==> src/include/mcs_pkg.sv <==
// constants and types shared by the modem command block
package mcs_pkg;

    // register numbers as given in the command string
    localparam logic [7:0] REG_MODULATION_SELECT = 8'h07;
    localparam logic [7:0] REG_CALLER_ID_FORMAT = 8'h13;
    localparam logic [7:0] REG_ALERT_ENABLE = 8'he2;
    localparam logic [7:0] REG_TX_TEST_CONTROL = 8'he5;
    localparam logic [7:0] REG_TX_TEST_PATTERN = 8'he6;
    localparam logic [7:0] REG_DSP_MODE = 8'he8;
    localparam logic [7:0] REG_LINE_IF_COUNTRY = 8'hf5;
    localparam logic [7:0] REG_LINE_IF_EXTRA = 8'hf7;

    // reset values
    localparam logic [7:0] RST_REG = 8'h00;

    // register values with a meaning
    localparam logic [7:0] DSP_MODE_TX_TEST = 8'h05;
    localparam logic [7:0] MOD_QAM_2400 = 8'h06;
    localparam logic [7:0] MOD_PSK_1200_A = 8'h02;
    localparam logic [7:0] MOD_PSK_1200_B = 8'h00;
    localparam logic [7:0] MOD_FSK_300 = 8'h01;
    localparam logic [7:0] PATTERN_ZEROS = 8'h00;
    localparam logic [7:0] PATTERN_ONES = 8'hff;
    localparam logic [7:0] CID_JAPAN = 8'h80;
    localparam logic [7:0] COUNTRY_EUROPE = 8'h1c;
    localparam logic [7:0] COUNTRY_AUSTRALIA = 8'h38;
    localparam logic [7:0] COUNTRY_KOREA = 8'h06;
    localparam logic [7:0] EXTRA_EUROPE = 8'h18;

    // field positions
    localparam int TX_ON_BIT = 0;
    localparam int MOD_KIND_BIT = 2;
    localparam int DIRECTION_BIT = 3;
    localparam int GUARD_550_BIT = 4;
    localparam int GUARD_1800_BIT = 5;
    localparam int ALERT_HI_BIT = 7;
    localparam int ALERT_LO_BIT = 6;

    // command characters
    localparam logic [7:0] CH_A = 8'h41;
    localparam logic [7:0] CH_T = 8'h54;
    localparam logic [7:0] CH_S = 8'h53;
    localparam logic [7:0] CH_D = 8'h44;
    localparam logic [7:0] CH_EQ = 8'h3d;
    localparam logic [7:0] CH_CR = 8'h0d;

    // progress events, index into the result table
    localparam int EV_NUM = 9;
    localparam int EV_DIAL_TONE = 0;
    localparam int EV_DIAL_DONE = 1;
    localparam int EV_RINGBACK = 2;
    localparam int EV_BUSY = 3;
    localparam int EV_NO_CARRIER = 4;
    localparam int EV_CONNECT = 5;
    localparam int EV_CONNECT_1200 = 6;
    localparam int EV_CID_REVERSAL = 7;
    localparam int EV_CID_MARK = 8;

    // result characters in event order
    localparam logic [EV_NUM*8-1:0] RESULT_CHARS =
        {8'h6d, 8'h66, 8'h64, 8'h63, 8'h4e, 8'h62, 8'h72, 8'h2c, 8'h74};

    typedef enum logic [1:0] {
        MCS_DATA_QAM_2400 = 2'h0,
        MCS_DATA_PSK_1200 = 2'h1,
        MCS_DATA_FSK_300 = 2'h2,
        MCS_DATA_NONE = 2'h3
    } mcs_data_mode_t;

    // ascii hex digit to nibble, valid flag in bit 4
    function automatic logic [4:0] mcs_hex(input logic [7:0] c);
        logic [4:0] r;
        r = 5'h00;
        if (c >= 8'h30 && c <= 8'h39)
        begin
            r = {1'b1, 4'(c - 8'h30)};
        end
        else if (c >= 8'h41 && c <= 8'h46)
        begin
            r = {1'b1, 4'(c - 8'h37)};
        end
        else if (c >= 8'h61 && c <= 8'h66)
        begin
            r = {1'b1, 4'(c - 8'h57)};
        end
        return r;
    endfunction

endpackage

==> src/hdl/mcs_result_tx.sv <==
// result character and payload sender toward the host
`timescale 1ns/100ps
`default_nettype none
module mcs_result_tx
(
    input wire logic i_clk,
    input wire logic i_rst_b,
    input wire logic i_ce,
    input wire logic [mcs_pkg::EV_NUM-1:0] i_event,
    input wire logic [7:0] i_data,
    input wire logic i_data_valid,
    output logic o_data_ready,
    output logic [7:0] o_byte,
    output logic o_valid,
    input wire logic i_ready
);
    import mcs_pkg::*;

    logic [EV_NUM-1:0] pend_q;
    logic [EV_NUM-1:0] pend_d;
    logic [EV_NUM-1:0] take;
    logic [EV_NUM-1:0] lower;
    logic [7:0] byte_q;
    logic valid_q;
    logic [7:0] pick_char;
    wire slot_free = !valid_q || i_ready;
    wire any_pend = |pend_q;
    wire load_data = slot_free && !any_pend && i_data_valid;

    // ----------------------------------------------------------------
    // pending events, lowest index first, new event wins over take
    // ----------------------------------------------------------------
    genvar g;
    generate
        for (g = 0; g < EV_NUM; g++)
        begin : g_ev
            if (g == 0)
            begin : g_first
                assign lower[g] = 1'b0;
            end
            else
            begin : g_rest
                assign lower[g] = lower[g-1] | pend_q[g-1];
            end
            assign take[g] = slot_free && pend_q[g] && !lower[g];
            assign pend_d[g] = (pend_q[g] && !take[g]) || i_event[g];
        end
    endgenerate

    always_comb
    begin
        pick_char = 8'h00;
        for (int i = 0; i < EV_NUM; i++)
        begin
            if (take[i])
            begin
                pick_char = RESULT_CHARS[i*8 +: 8];
            end
        end
    end

    // ----------------------------------------------------------------
    // output holding register
    // ----------------------------------------------------------------
    always_ff @(posedge i_clk)
    begin
        if (!i_rst_b)
        begin
            pend_q <= '0;
            byte_q <= 8'h00;
            valid_q <= 1'b0;
        end
        else if (i_ce)
        begin
            pend_q <= pend_d;
            if (slot_free)
            begin
                valid_q <= any_pend || i_data_valid;
                byte_q <= any_pend ? pick_char : i_data;
            end
        end
    end

    assign o_data_ready = load_data && i_ce;
    assign o_byte = byte_q;
    assign o_valid = valid_q;

endmodule
`default_nettype wire

==> src/hdl/mcs_modem_ctrl.sv <==
// modem command interpreter: register writes, dialing, test mode, data path
`timescale 1ns/100ps
`default_nettype none
module mcs_modem_ctrl
(
    input wire logic i_clk,
    input wire logic i_rst_b,
    input wire logic i_ce,
    input wire logic [7:0] i_rx_byte,
    input wire logic i_rx_valid,
    output logic o_cts,
    output logic [7:0] o_host_byte,
    output logic o_host_valid,
    input wire logic i_host_ready,
    input wire logic i_ev_dial_tone,
    input wire logic i_ev_dial_done,
    input wire logic i_ev_ringback,
    input wire logic i_ev_busy,
    input wire logic i_ev_no_carrier,
    input wire logic i_ev_connect,
    input wire logic i_ev_connect_1200,
    input wire logic i_ev_cid_reversal,
    input wire logic i_ev_cid_mark,
    input wire logic i_line_event,
    input wire logic [7:0] i_line_rx_byte,
    input wire logic i_line_rx_valid,
    output logic o_line_rx_ready,
    output logic [7:0] o_line_tx_byte,
    output logic o_line_tx_valid,
    input wire logic i_line_tx_ready,
    output logic o_dial_start,
    output logic o_online,
    output mcs_pkg::mcs_data_mode_t o_data_mode,
    output logic o_test_mode,
    output logic o_tx_on,
    output logic o_mod_qam,
    output logic o_originate,
    output logic o_guard_550,
    output logic o_guard_1800,
    output logic o_pattern_zeros,
    output logic o_pattern_ones,
    output logic [7:0] o_line_if_country,
    output logic [7:0] o_line_if_extra,
    output logic o_cid_japan,
    output logic o_alert
);
    import mcs_pkg::*;

    typedef enum logic [9:0] {
        ST_IDLE = 10'b0000000001,
        ST_GOT_A = 10'b0000000010,
        ST_CMD = 10'b0000000100,
        ST_REG_HI = 10'b0000001000,
        ST_REG_LO = 10'b0000010000,
        ST_EQ = 10'b0000100000,
        ST_VAL_HI = 10'b0001000000,
        ST_VAL_LO = 10'b0010000000,
        ST_DIAL = 10'b0100000000,
        ST_ONLINE = 10'b1000000000
    } mcs_state_t;

    mcs_state_t state_q;
    mcs_state_t state_d;
    logic [7:0] addr_q;
    logic [7:0] addr_d;
    logic [3:0] nib_q;
    logic [3:0] nib_d;
    logic [7:0] modsel_q;
    logic [7:0] cidfmt_q;
    logic [7:0] alert_en_q;
    logic [7:0] txctl_q;
    logic [7:0] pattern_q;
    logic [7:0] dspmode_q;
    logic [7:0] country_q;
    logic [7:0] extra_q;
    logic alert_q;
    logic [7:0] ltx_byte_q;
    logic ltx_valid_q;
    logic dial_q;
    logic wr_en;
    logic [7:0] wr_data;
    logic [EV_NUM-1:0] events;
    logic rsp_busy;

    // ----------------------------------------------------------------
    // host byte acceptance
    // ----------------------------------------------------------------
    wire in_online = (state_q == ST_ONLINE);
    wire ltx_free = !ltx_valid_q || i_line_tx_ready;
    assign o_cts = in_online ? ltx_free : !rsp_busy;
    wire rx_take = i_rx_valid && o_cts && i_ce;
    wire [4:0] hex = mcs_hex(i_rx_byte);
    wire is_cr = (i_rx_byte == CH_CR);
    wire connected = i_ev_connect || i_ev_connect_1200;

    // ----------------------------------------------------------------
    // command parser
    // ----------------------------------------------------------------
    always_comb
    begin
        state_d = state_q;
        addr_d = addr_q;
        nib_d = nib_q;
        wr_en = 1'b0;
        wr_data = {nib_q, hex[3:0]};
        unique case (state_q)
            ST_IDLE:
            begin
                if (rx_take && i_rx_byte == CH_A)
                begin
                    state_d = ST_GOT_A;
                end
            end
            ST_GOT_A:
            begin
                if (rx_take)
                begin
                    state_d = (i_rx_byte == CH_T) ? ST_CMD : ST_IDLE;
                end
            end
            ST_CMD:
            begin
                if (rx_take)
                begin
                    if (i_rx_byte == CH_S)
                    begin
                        state_d = ST_REG_HI;
                    end
                    else if (i_rx_byte == CH_D)
                    begin
                        state_d = ST_DIAL;
                    end
                    else if (is_cr)
                    begin
                        state_d = ST_IDLE;
                    end
                end
            end
            ST_REG_HI, ST_REG_LO, ST_VAL_HI, ST_VAL_LO:
            begin
                if (rx_take)
                begin
                    if (!hex[4])
                    begin
                        state_d = is_cr ? ST_IDLE : ST_CMD;
                    end
                    else if (state_q == ST_REG_HI || state_q == ST_VAL_HI)
                    begin
                        nib_d = hex[3:0];
                        state_d = (state_q == ST_REG_HI) ? ST_REG_LO : ST_VAL_LO;
                    end
                    else if (state_q == ST_REG_LO)
                    begin
                        addr_d = wr_data;
                        state_d = ST_EQ;
                    end
                    else
                    begin
                        wr_en = 1'b1;
                        state_d = ST_CMD;
                    end
                end
            end
            ST_EQ:
            begin
                if (rx_take)
                begin
                    state_d = (i_rx_byte == CH_EQ) ? ST_VAL_HI : ST_CMD;
                end
            end
            ST_DIAL:
            begin
                if (connected)
                begin
                    state_d = ST_ONLINE;
                end
                else if (i_ev_no_carrier || i_ev_busy)
                begin
                    state_d = ST_IDLE;
                end
            end
            ST_ONLINE:
            begin
                if (i_ev_no_carrier)
                begin
                    state_d = ST_IDLE;
                end
            end
        endcase
    end

    // ----------------------------------------------------------------
    // state, parser and register storage
    // ----------------------------------------------------------------
    wire dial_go = (state_q == ST_CMD) && rx_take && i_rx_byte == CH_D;
    wire wr_alert = wr_en && addr_q == REG_ALERT_ENABLE;
    wire alert_on = alert_en_q[ALERT_HI_BIT] && alert_en_q[ALERT_LO_BIT];

    always_ff @(posedge i_clk)
    begin
        if (!i_rst_b)
        begin
            state_q <= ST_IDLE;
            addr_q <= RST_REG;
            nib_q <= 4'h0;
            dial_q <= 1'b0;
        end
        else if (i_ce)
        begin
            state_q <= state_d;
            addr_q <= addr_d;
            nib_q <= nib_d;
            dial_q <= dial_go;
        end
    end

    always_ff @(posedge i_clk)
    begin
        if (!i_rst_b)
        begin
            modsel_q <= RST_REG;
            cidfmt_q <= RST_REG;
            alert_en_q <= RST_REG;
            txctl_q <= RST_REG;
            pattern_q <= RST_REG;
            dspmode_q <= RST_REG;
            country_q <= RST_REG;
            extra_q <= RST_REG;
        end
        else if (i_ce && wr_en)
        begin
            unique case (addr_q)
                REG_MODULATION_SELECT: modsel_q <= wr_data;
                REG_CALLER_ID_FORMAT: cidfmt_q <= wr_data;
                REG_ALERT_ENABLE: alert_en_q <= wr_data;
                REG_TX_TEST_CONTROL: txctl_q <= wr_data;
                REG_TX_TEST_PATTERN: pattern_q <= wr_data;
                REG_DSP_MODE: dspmode_q <= wr_data;
                REG_LINE_IF_COUNTRY: country_q <= wr_data;
                REG_LINE_IF_EXTRA: extra_q <= wr_data;
                default: ;
            endcase
        end
    end

    // sticky alert, new line event wins over the clear write
    always_ff @(posedge i_clk)
    begin
        if (!i_rst_b)
        begin
            alert_q <= 1'b0;
        end
        else if (i_ce)
        begin
            alert_q <= (alert_q && !wr_alert) || (alert_on && i_line_event);
        end
    end

    // ----------------------------------------------------------------
    // payload toward the line while online
    // ----------------------------------------------------------------
    always_ff @(posedge i_clk)
    begin
        if (!i_rst_b)
        begin
            ltx_byte_q <= 8'h00;
            ltx_valid_q <= 1'b0;
        end
        else if (i_ce && ltx_free)
        begin
            ltx_valid_q <= in_online && rx_take;
            ltx_byte_q <= i_rx_byte;
        end
    end

    // ----------------------------------------------------------------
    // progress and caller ID reporting
    // ----------------------------------------------------------------
    wire dialing = (state_q == ST_DIAL);
    wire cid_jp = (cidfmt_q == CID_JAPAN);
    assign events[EV_DIAL_TONE] = dialing && i_ev_dial_tone;
    assign events[EV_DIAL_DONE] = dialing && i_ev_dial_done;
    assign events[EV_RINGBACK] = dialing && i_ev_ringback;
    assign events[EV_BUSY] = dialing && i_ev_busy;
    assign events[EV_NO_CARRIER] = (dialing || in_online) && i_ev_no_carrier;
    assign events[EV_CONNECT] = dialing && i_ev_connect;
    assign events[EV_CONNECT_1200] = dialing && !i_ev_connect && i_ev_connect_1200;
    assign events[EV_CID_REVERSAL] = cid_jp && i_ev_cid_reversal;
    assign events[EV_CID_MARK] = cid_jp && i_ev_cid_mark;

    mcs_result_tx u_result
    (
        .i_clk(i_clk),
        .i_rst_b(i_rst_b),
        .i_ce(i_ce),
        .i_event(events),
        .i_data(i_line_rx_byte),
        .i_data_valid(i_line_rx_valid),
        .o_data_ready(o_line_rx_ready),
        .o_byte(o_host_byte),
        .o_valid(o_host_valid),
        .i_ready(i_host_ready)
    );

    assign rsp_busy = o_host_valid && !i_host_ready;

    // ----------------------------------------------------------------
    // mode decode
    // ----------------------------------------------------------------
    wire test_mode = (dspmode_q == DSP_MODE_TX_TEST);
    assign o_test_mode = test_mode;
    assign o_tx_on = test_mode && txctl_q[TX_ON_BIT];
    assign o_mod_qam = test_mode && txctl_q[MOD_KIND_BIT];
    assign o_originate = test_mode && txctl_q[DIRECTION_BIT];
    assign o_guard_550 = test_mode && txctl_q[GUARD_550_BIT];
    assign o_guard_1800 = test_mode && txctl_q[GUARD_1800_BIT];
    assign o_pattern_zeros = test_mode && pattern_q == PATTERN_ZEROS;
    assign o_pattern_ones = test_mode && pattern_q == PATTERN_ONES;

    wire sel_qam = (modsel_q == MOD_QAM_2400);
    wire sel_psk = (modsel_q == MOD_PSK_1200_A) || (modsel_q == MOD_PSK_1200_B);
    wire sel_fsk = (modsel_q == MOD_FSK_300);
    assign o_data_mode = sel_qam ? MCS_DATA_QAM_2400 :
        sel_psk ? MCS_DATA_PSK_1200 :
        sel_fsk ? MCS_DATA_FSK_300 : MCS_DATA_NONE;

    assign o_line_if_country = country_q;
    assign o_line_if_extra = extra_q;
    assign o_cid_japan = cid_jp;
    assign o_alert = alert_q;
    assign o_online = in_online;
    assign o_dial_start = dial_q;
    assign o_line_tx_byte = ltx_byte_q;
    assign o_line_tx_valid = ltx_valid_q;

endmodule
`default_nettype wire

==> config.mk <==
export PLATFORM = sky130hd
export DESIGN_NAME = mcs_modem_ctrl
export DESIGN_NICKNAME = d
export VERILOG_FILES = /design/src/include/mcs_pkg.sv /design/src/hdl/mcs_result_tx.sv /design/src/hdl/mcs_modem_ctrl.sv
export SDC_FILE = /design/constraint.sdc
export NUM_CORES = 1
export LEC_CHECK = 0
export BUFFER_PORTS_ARGS = -buffer_cell sky130_fd_sc_hd__buf_2
export CAP_MARGIN = 25
export CORE_MARGIN = 2
export CORE_UTILIZATION = 50
export DETAILED_ROUTE_END_ITERATION = 7
export PLACE_DENSITY = 0.79
export RECOVER_POWER = 25
export SLEW_MARGIN = 0
export SYNTH_ARGS = -nofsm -noshare
export SYNTH_HDL_FRONTEND = slang
export SYNTH_SLANG_ARGS = --single-unit
==> constraint.sdc <==
create_clock -name i_clk -period 2.59 [get_ports i_clk]
set_input_delay 0 -clock i_clk [delete_from_list [all_inputs] [get_ports i_clk]]
set_output_delay 0 -clock i_clk [all_outputs]
set_load 0.1 [all_outputs]
==> summary.txt <==
Place
  – Inst Count DP: 789
  – Cell Area, Placed: 0.00576 mm2
  – GP Congestion: 0.933
  – Place WS: 117 ps
  – DP HPWL: 9150 um
  – Port Buf Inserts: 82

Synth
  – YS warnings: 0
  – Synth area leaders: dfxtp_1 41%, mux2i_1 16%, nor2_1 5.9%
  – Synth top cells by count: 106 x dfxtp_1, 82 x mux2i_1, 81 x nor2_1
  – Synth area leader: dfxtp_1
  – Syn Nets: 620
  – Most numerous cell in the Yosys netlist: dfxtp_1
  – Syn avg cell area: 8.78 um2
  – Synth async-reset ratio: 0%
  – Post-synthesis mux area share: 16.3%
  – Largest family of logic cells by synthesized area: simple AND/OR/NAND/NOR gates
  – Synthesis-stage register bit count: 106
  – Synthesized cell area: 0.00512 mm2
  – Area share of fa/ha/maj cells after synthesis: 0.978%
  – Synth Area in XOR/XNOR: 0.856%
  – Cell count after synthesis: 583
  – Synth Area in Simple Gates: 27.4%
  – Top_reg_cell synth: dfxtp_1
  – Seq/Total Area, Yosys: 41.5%
  – Number of flops mapped to enable cells by yosys: 0
  – Yosys top cell area share: 41.5%
  – Netlist cell types: 61
  – Post-synthesis compound-gate area fraction: 9.63%

Power
  – Sequential share of power: 55.2%
  – Clock power share: 33.4%
  – Total power divided by cell area: 485 mW/mm2
  – Peak supply drop: 377 uV
  – Total power: 3.00 mW
  – Combinational power share: 11.3%
  – P_int: 2.13 mW
  – Sw Ratio: 28.9%
  – Leak: 2.66 nW
  – Switching Power: 0.865 mW

Timing
  – Slew HR: 18.3%
  – Peak Freq: 406 MHz
  – Fin crit period: 2460 ps
  – RSZ-0062 raised after global routing: no
  – Final setup viols: 0
  – Post-route setup TNS: 0 ps
  – Final clock skew: 15.9 ps
  – Hold Slack: 36.0 ps
  – Final Hold Viols: 0
  – Fin crit share: 95.1%
  – Final WS setup: 127 ps
  – Worst slew pin tran: 1230 ps
  – Fin. max-slew vios: 0

Floorplan
  – Die ar.: 0.0111 mm2
  – Die width: 105 um
  – Core area: 0.00986 mm2
  – Starting Density: 51.9%
  – Num rows: 36
  – IO Count: 83
  – Die Height: 105 um

Setup path
  – Crit Path Max Fanout: 6
  – Worst Path Arrival: 2730 ps
  – CP required: 2860 ps
  – Critical Path Start Type: flip-flop
  – Critical path type: reg2reg
  – Worst setup EP type: flip-flop

Clocking
  – CTS tree: built
  – CTS clock-pin slew for the worst setup and hold paths: 100 ps
  – Postcts setup bufs: 0
  – Htree depth: 3
  – Worst skew pair latency: 370 ps
  – Clock root cell: clkbuf_8
  – CTS Buffer Depth: 2
  – # clock sinks: 106
  – Num CTS Buffers: 9

Cells and area
  – Core Util, Final: 62.6%
  – Syn-to-layout area delta: 20.7%
  – Fill count: 856
  – Fraction of final layout cells sized beyond drive strength 1: 14.9%
  – Final net count: 729
  – Design area: 0.00618 mm2
  – Diodes inserted: 0
  – Cell Count, Final, Fillers Out: 830

Global route
  – Antenna violations before repair: 0
  – Gr ovfl total: 0
  – Largest net degree at the start of global routing: 55
  – Total GRT Usage: 23.7%
  – Number of global-route vias before repair: 4474
  – First-pass GRT wire length: 21400 um

Detailed routing
  – DRT antenna net count: 0
  – Via count: 4643
  – Routed length per placed instance: 15.8 um
  – 1st-pass router iterations: 5
  – Vias per cell: 5.59
  – DR DRC count: 0
  – Post-Route WL: 13100 um
  – Drt initial violations: 289

Job
  – Maxcap violations: 0

Min path
  – Worst hold path type: in2reg

Run status
  – Status: complete, no violations
-- cells by family after synthesis --
group	Yosys count
flip-flops	106
adder cells (fa/ha/maj)	4
multiplexers	83
buffers and inverters	43
XOR/XNOR	5
AND/OR/NAND/NOR	268
AO/OA/AOI/OAI	74
-- power by group through the flow --
stage / combinational [mW] / clock [mW] / sequential [mW]
after global routing: 0.359 / 1.09 / 1.66
after CTS: 0.343 / 1.02 / 1.65
after floorplan: 0.109 / 0 / 1.81
final: 0.340 / 1.00 / 1.65
after global placement: 0.307 / 0 / 1.69
after detailed placement: 0.312 / 0 / 1.69
-- cell usage in the layout, fill, tap and decap left out, types with 10 or more instances in the layout --
master         Yosys  layout
clkbuf_1          28      37
a21oi_1           27      27
buf_4              0      22
nand3_1           15      15
clkbuf_8           0      10
nand4_1           11      11
dlygate4sd3_1      0      25
and2_1            11      10
nor2_1            81      80
dfxtp_1          106     106
mux2i_1           82      82
o21ai_0           18      19
inv_1             10      10
nand2_1           76      75
buf_2              3      45
-- area by class of cell --
cell class / count / area, um2 / area share, %
Sequential cell: 106 / 2120 / 34.3
Clock buffer: 10 / 138 / 2.23
Tap cell: 133 / 166 / 2.69
Inverter: 11 / 41.3 / 0.668
Multi-Input combinational cell: 434 / 2860 / 46.2
Timing Repair Buffer: 130 / 800 / 12.9
Clock inverter: 6 / 56.3 / 0.911
-- sequential cells by signal, summed over array words and instances, names as in the netlist, 4 cells and up --
register	cells
dspmode_q	8
pattern_q	8
o_line_tx_byte	8
state_q	10
cidfmt_q	8
o_line_if_country	8
modsel_q	8
u_result.o_byte	8
addr_q	8
txctl_q	5
u_result.pend_q	9
nib_q	4
o_line_if_extra	8
-- per-layer routing --
| layer | track usage (%) | share of wire [%] | vias up |
|---|---|---|---|
| li1 | - | - | 2277 |
| met1 | 29.5 | 44 | 2196 |
| met2 | 40.8 | 49 | 144 |
| met3 | 3.68 | 5.0 | 26 |
| met4 | 9.81 | 2.2 | 0 |
| met5 | 0 | 0 | - |
-- critical path: stages (launching register included) --
cell and delay, ps:
dfxtp_1 400, nor4_4 390, nand4_1 180, or3b_1 420
buf_4 190, nor4_4 440, mux2i_1 270, nor2_1 60
-- worst paths after layout --
check	slack, ps	end	from	cells after the start
hold reg to reg	460	cidfmt_q[6]	cidfmt_q[6]	2
setup reg to reg	130	txctl_q[4]	state_q[2]	7
setup / recovery	130	txctl_q[4]	state_q[2]	7
hold / removal	40	o_line_tx_valid	i_line_tx_ready	4
-- repair_timing --
item	CTS	global route
pin swaps	0	2
setup endpoints to repair	1	3
endpoints found under the hold margin	25	0
gates resized for setup	1	3
cloned	0	0
hold buffers	25	0
(Power assumes the default switching activity.)
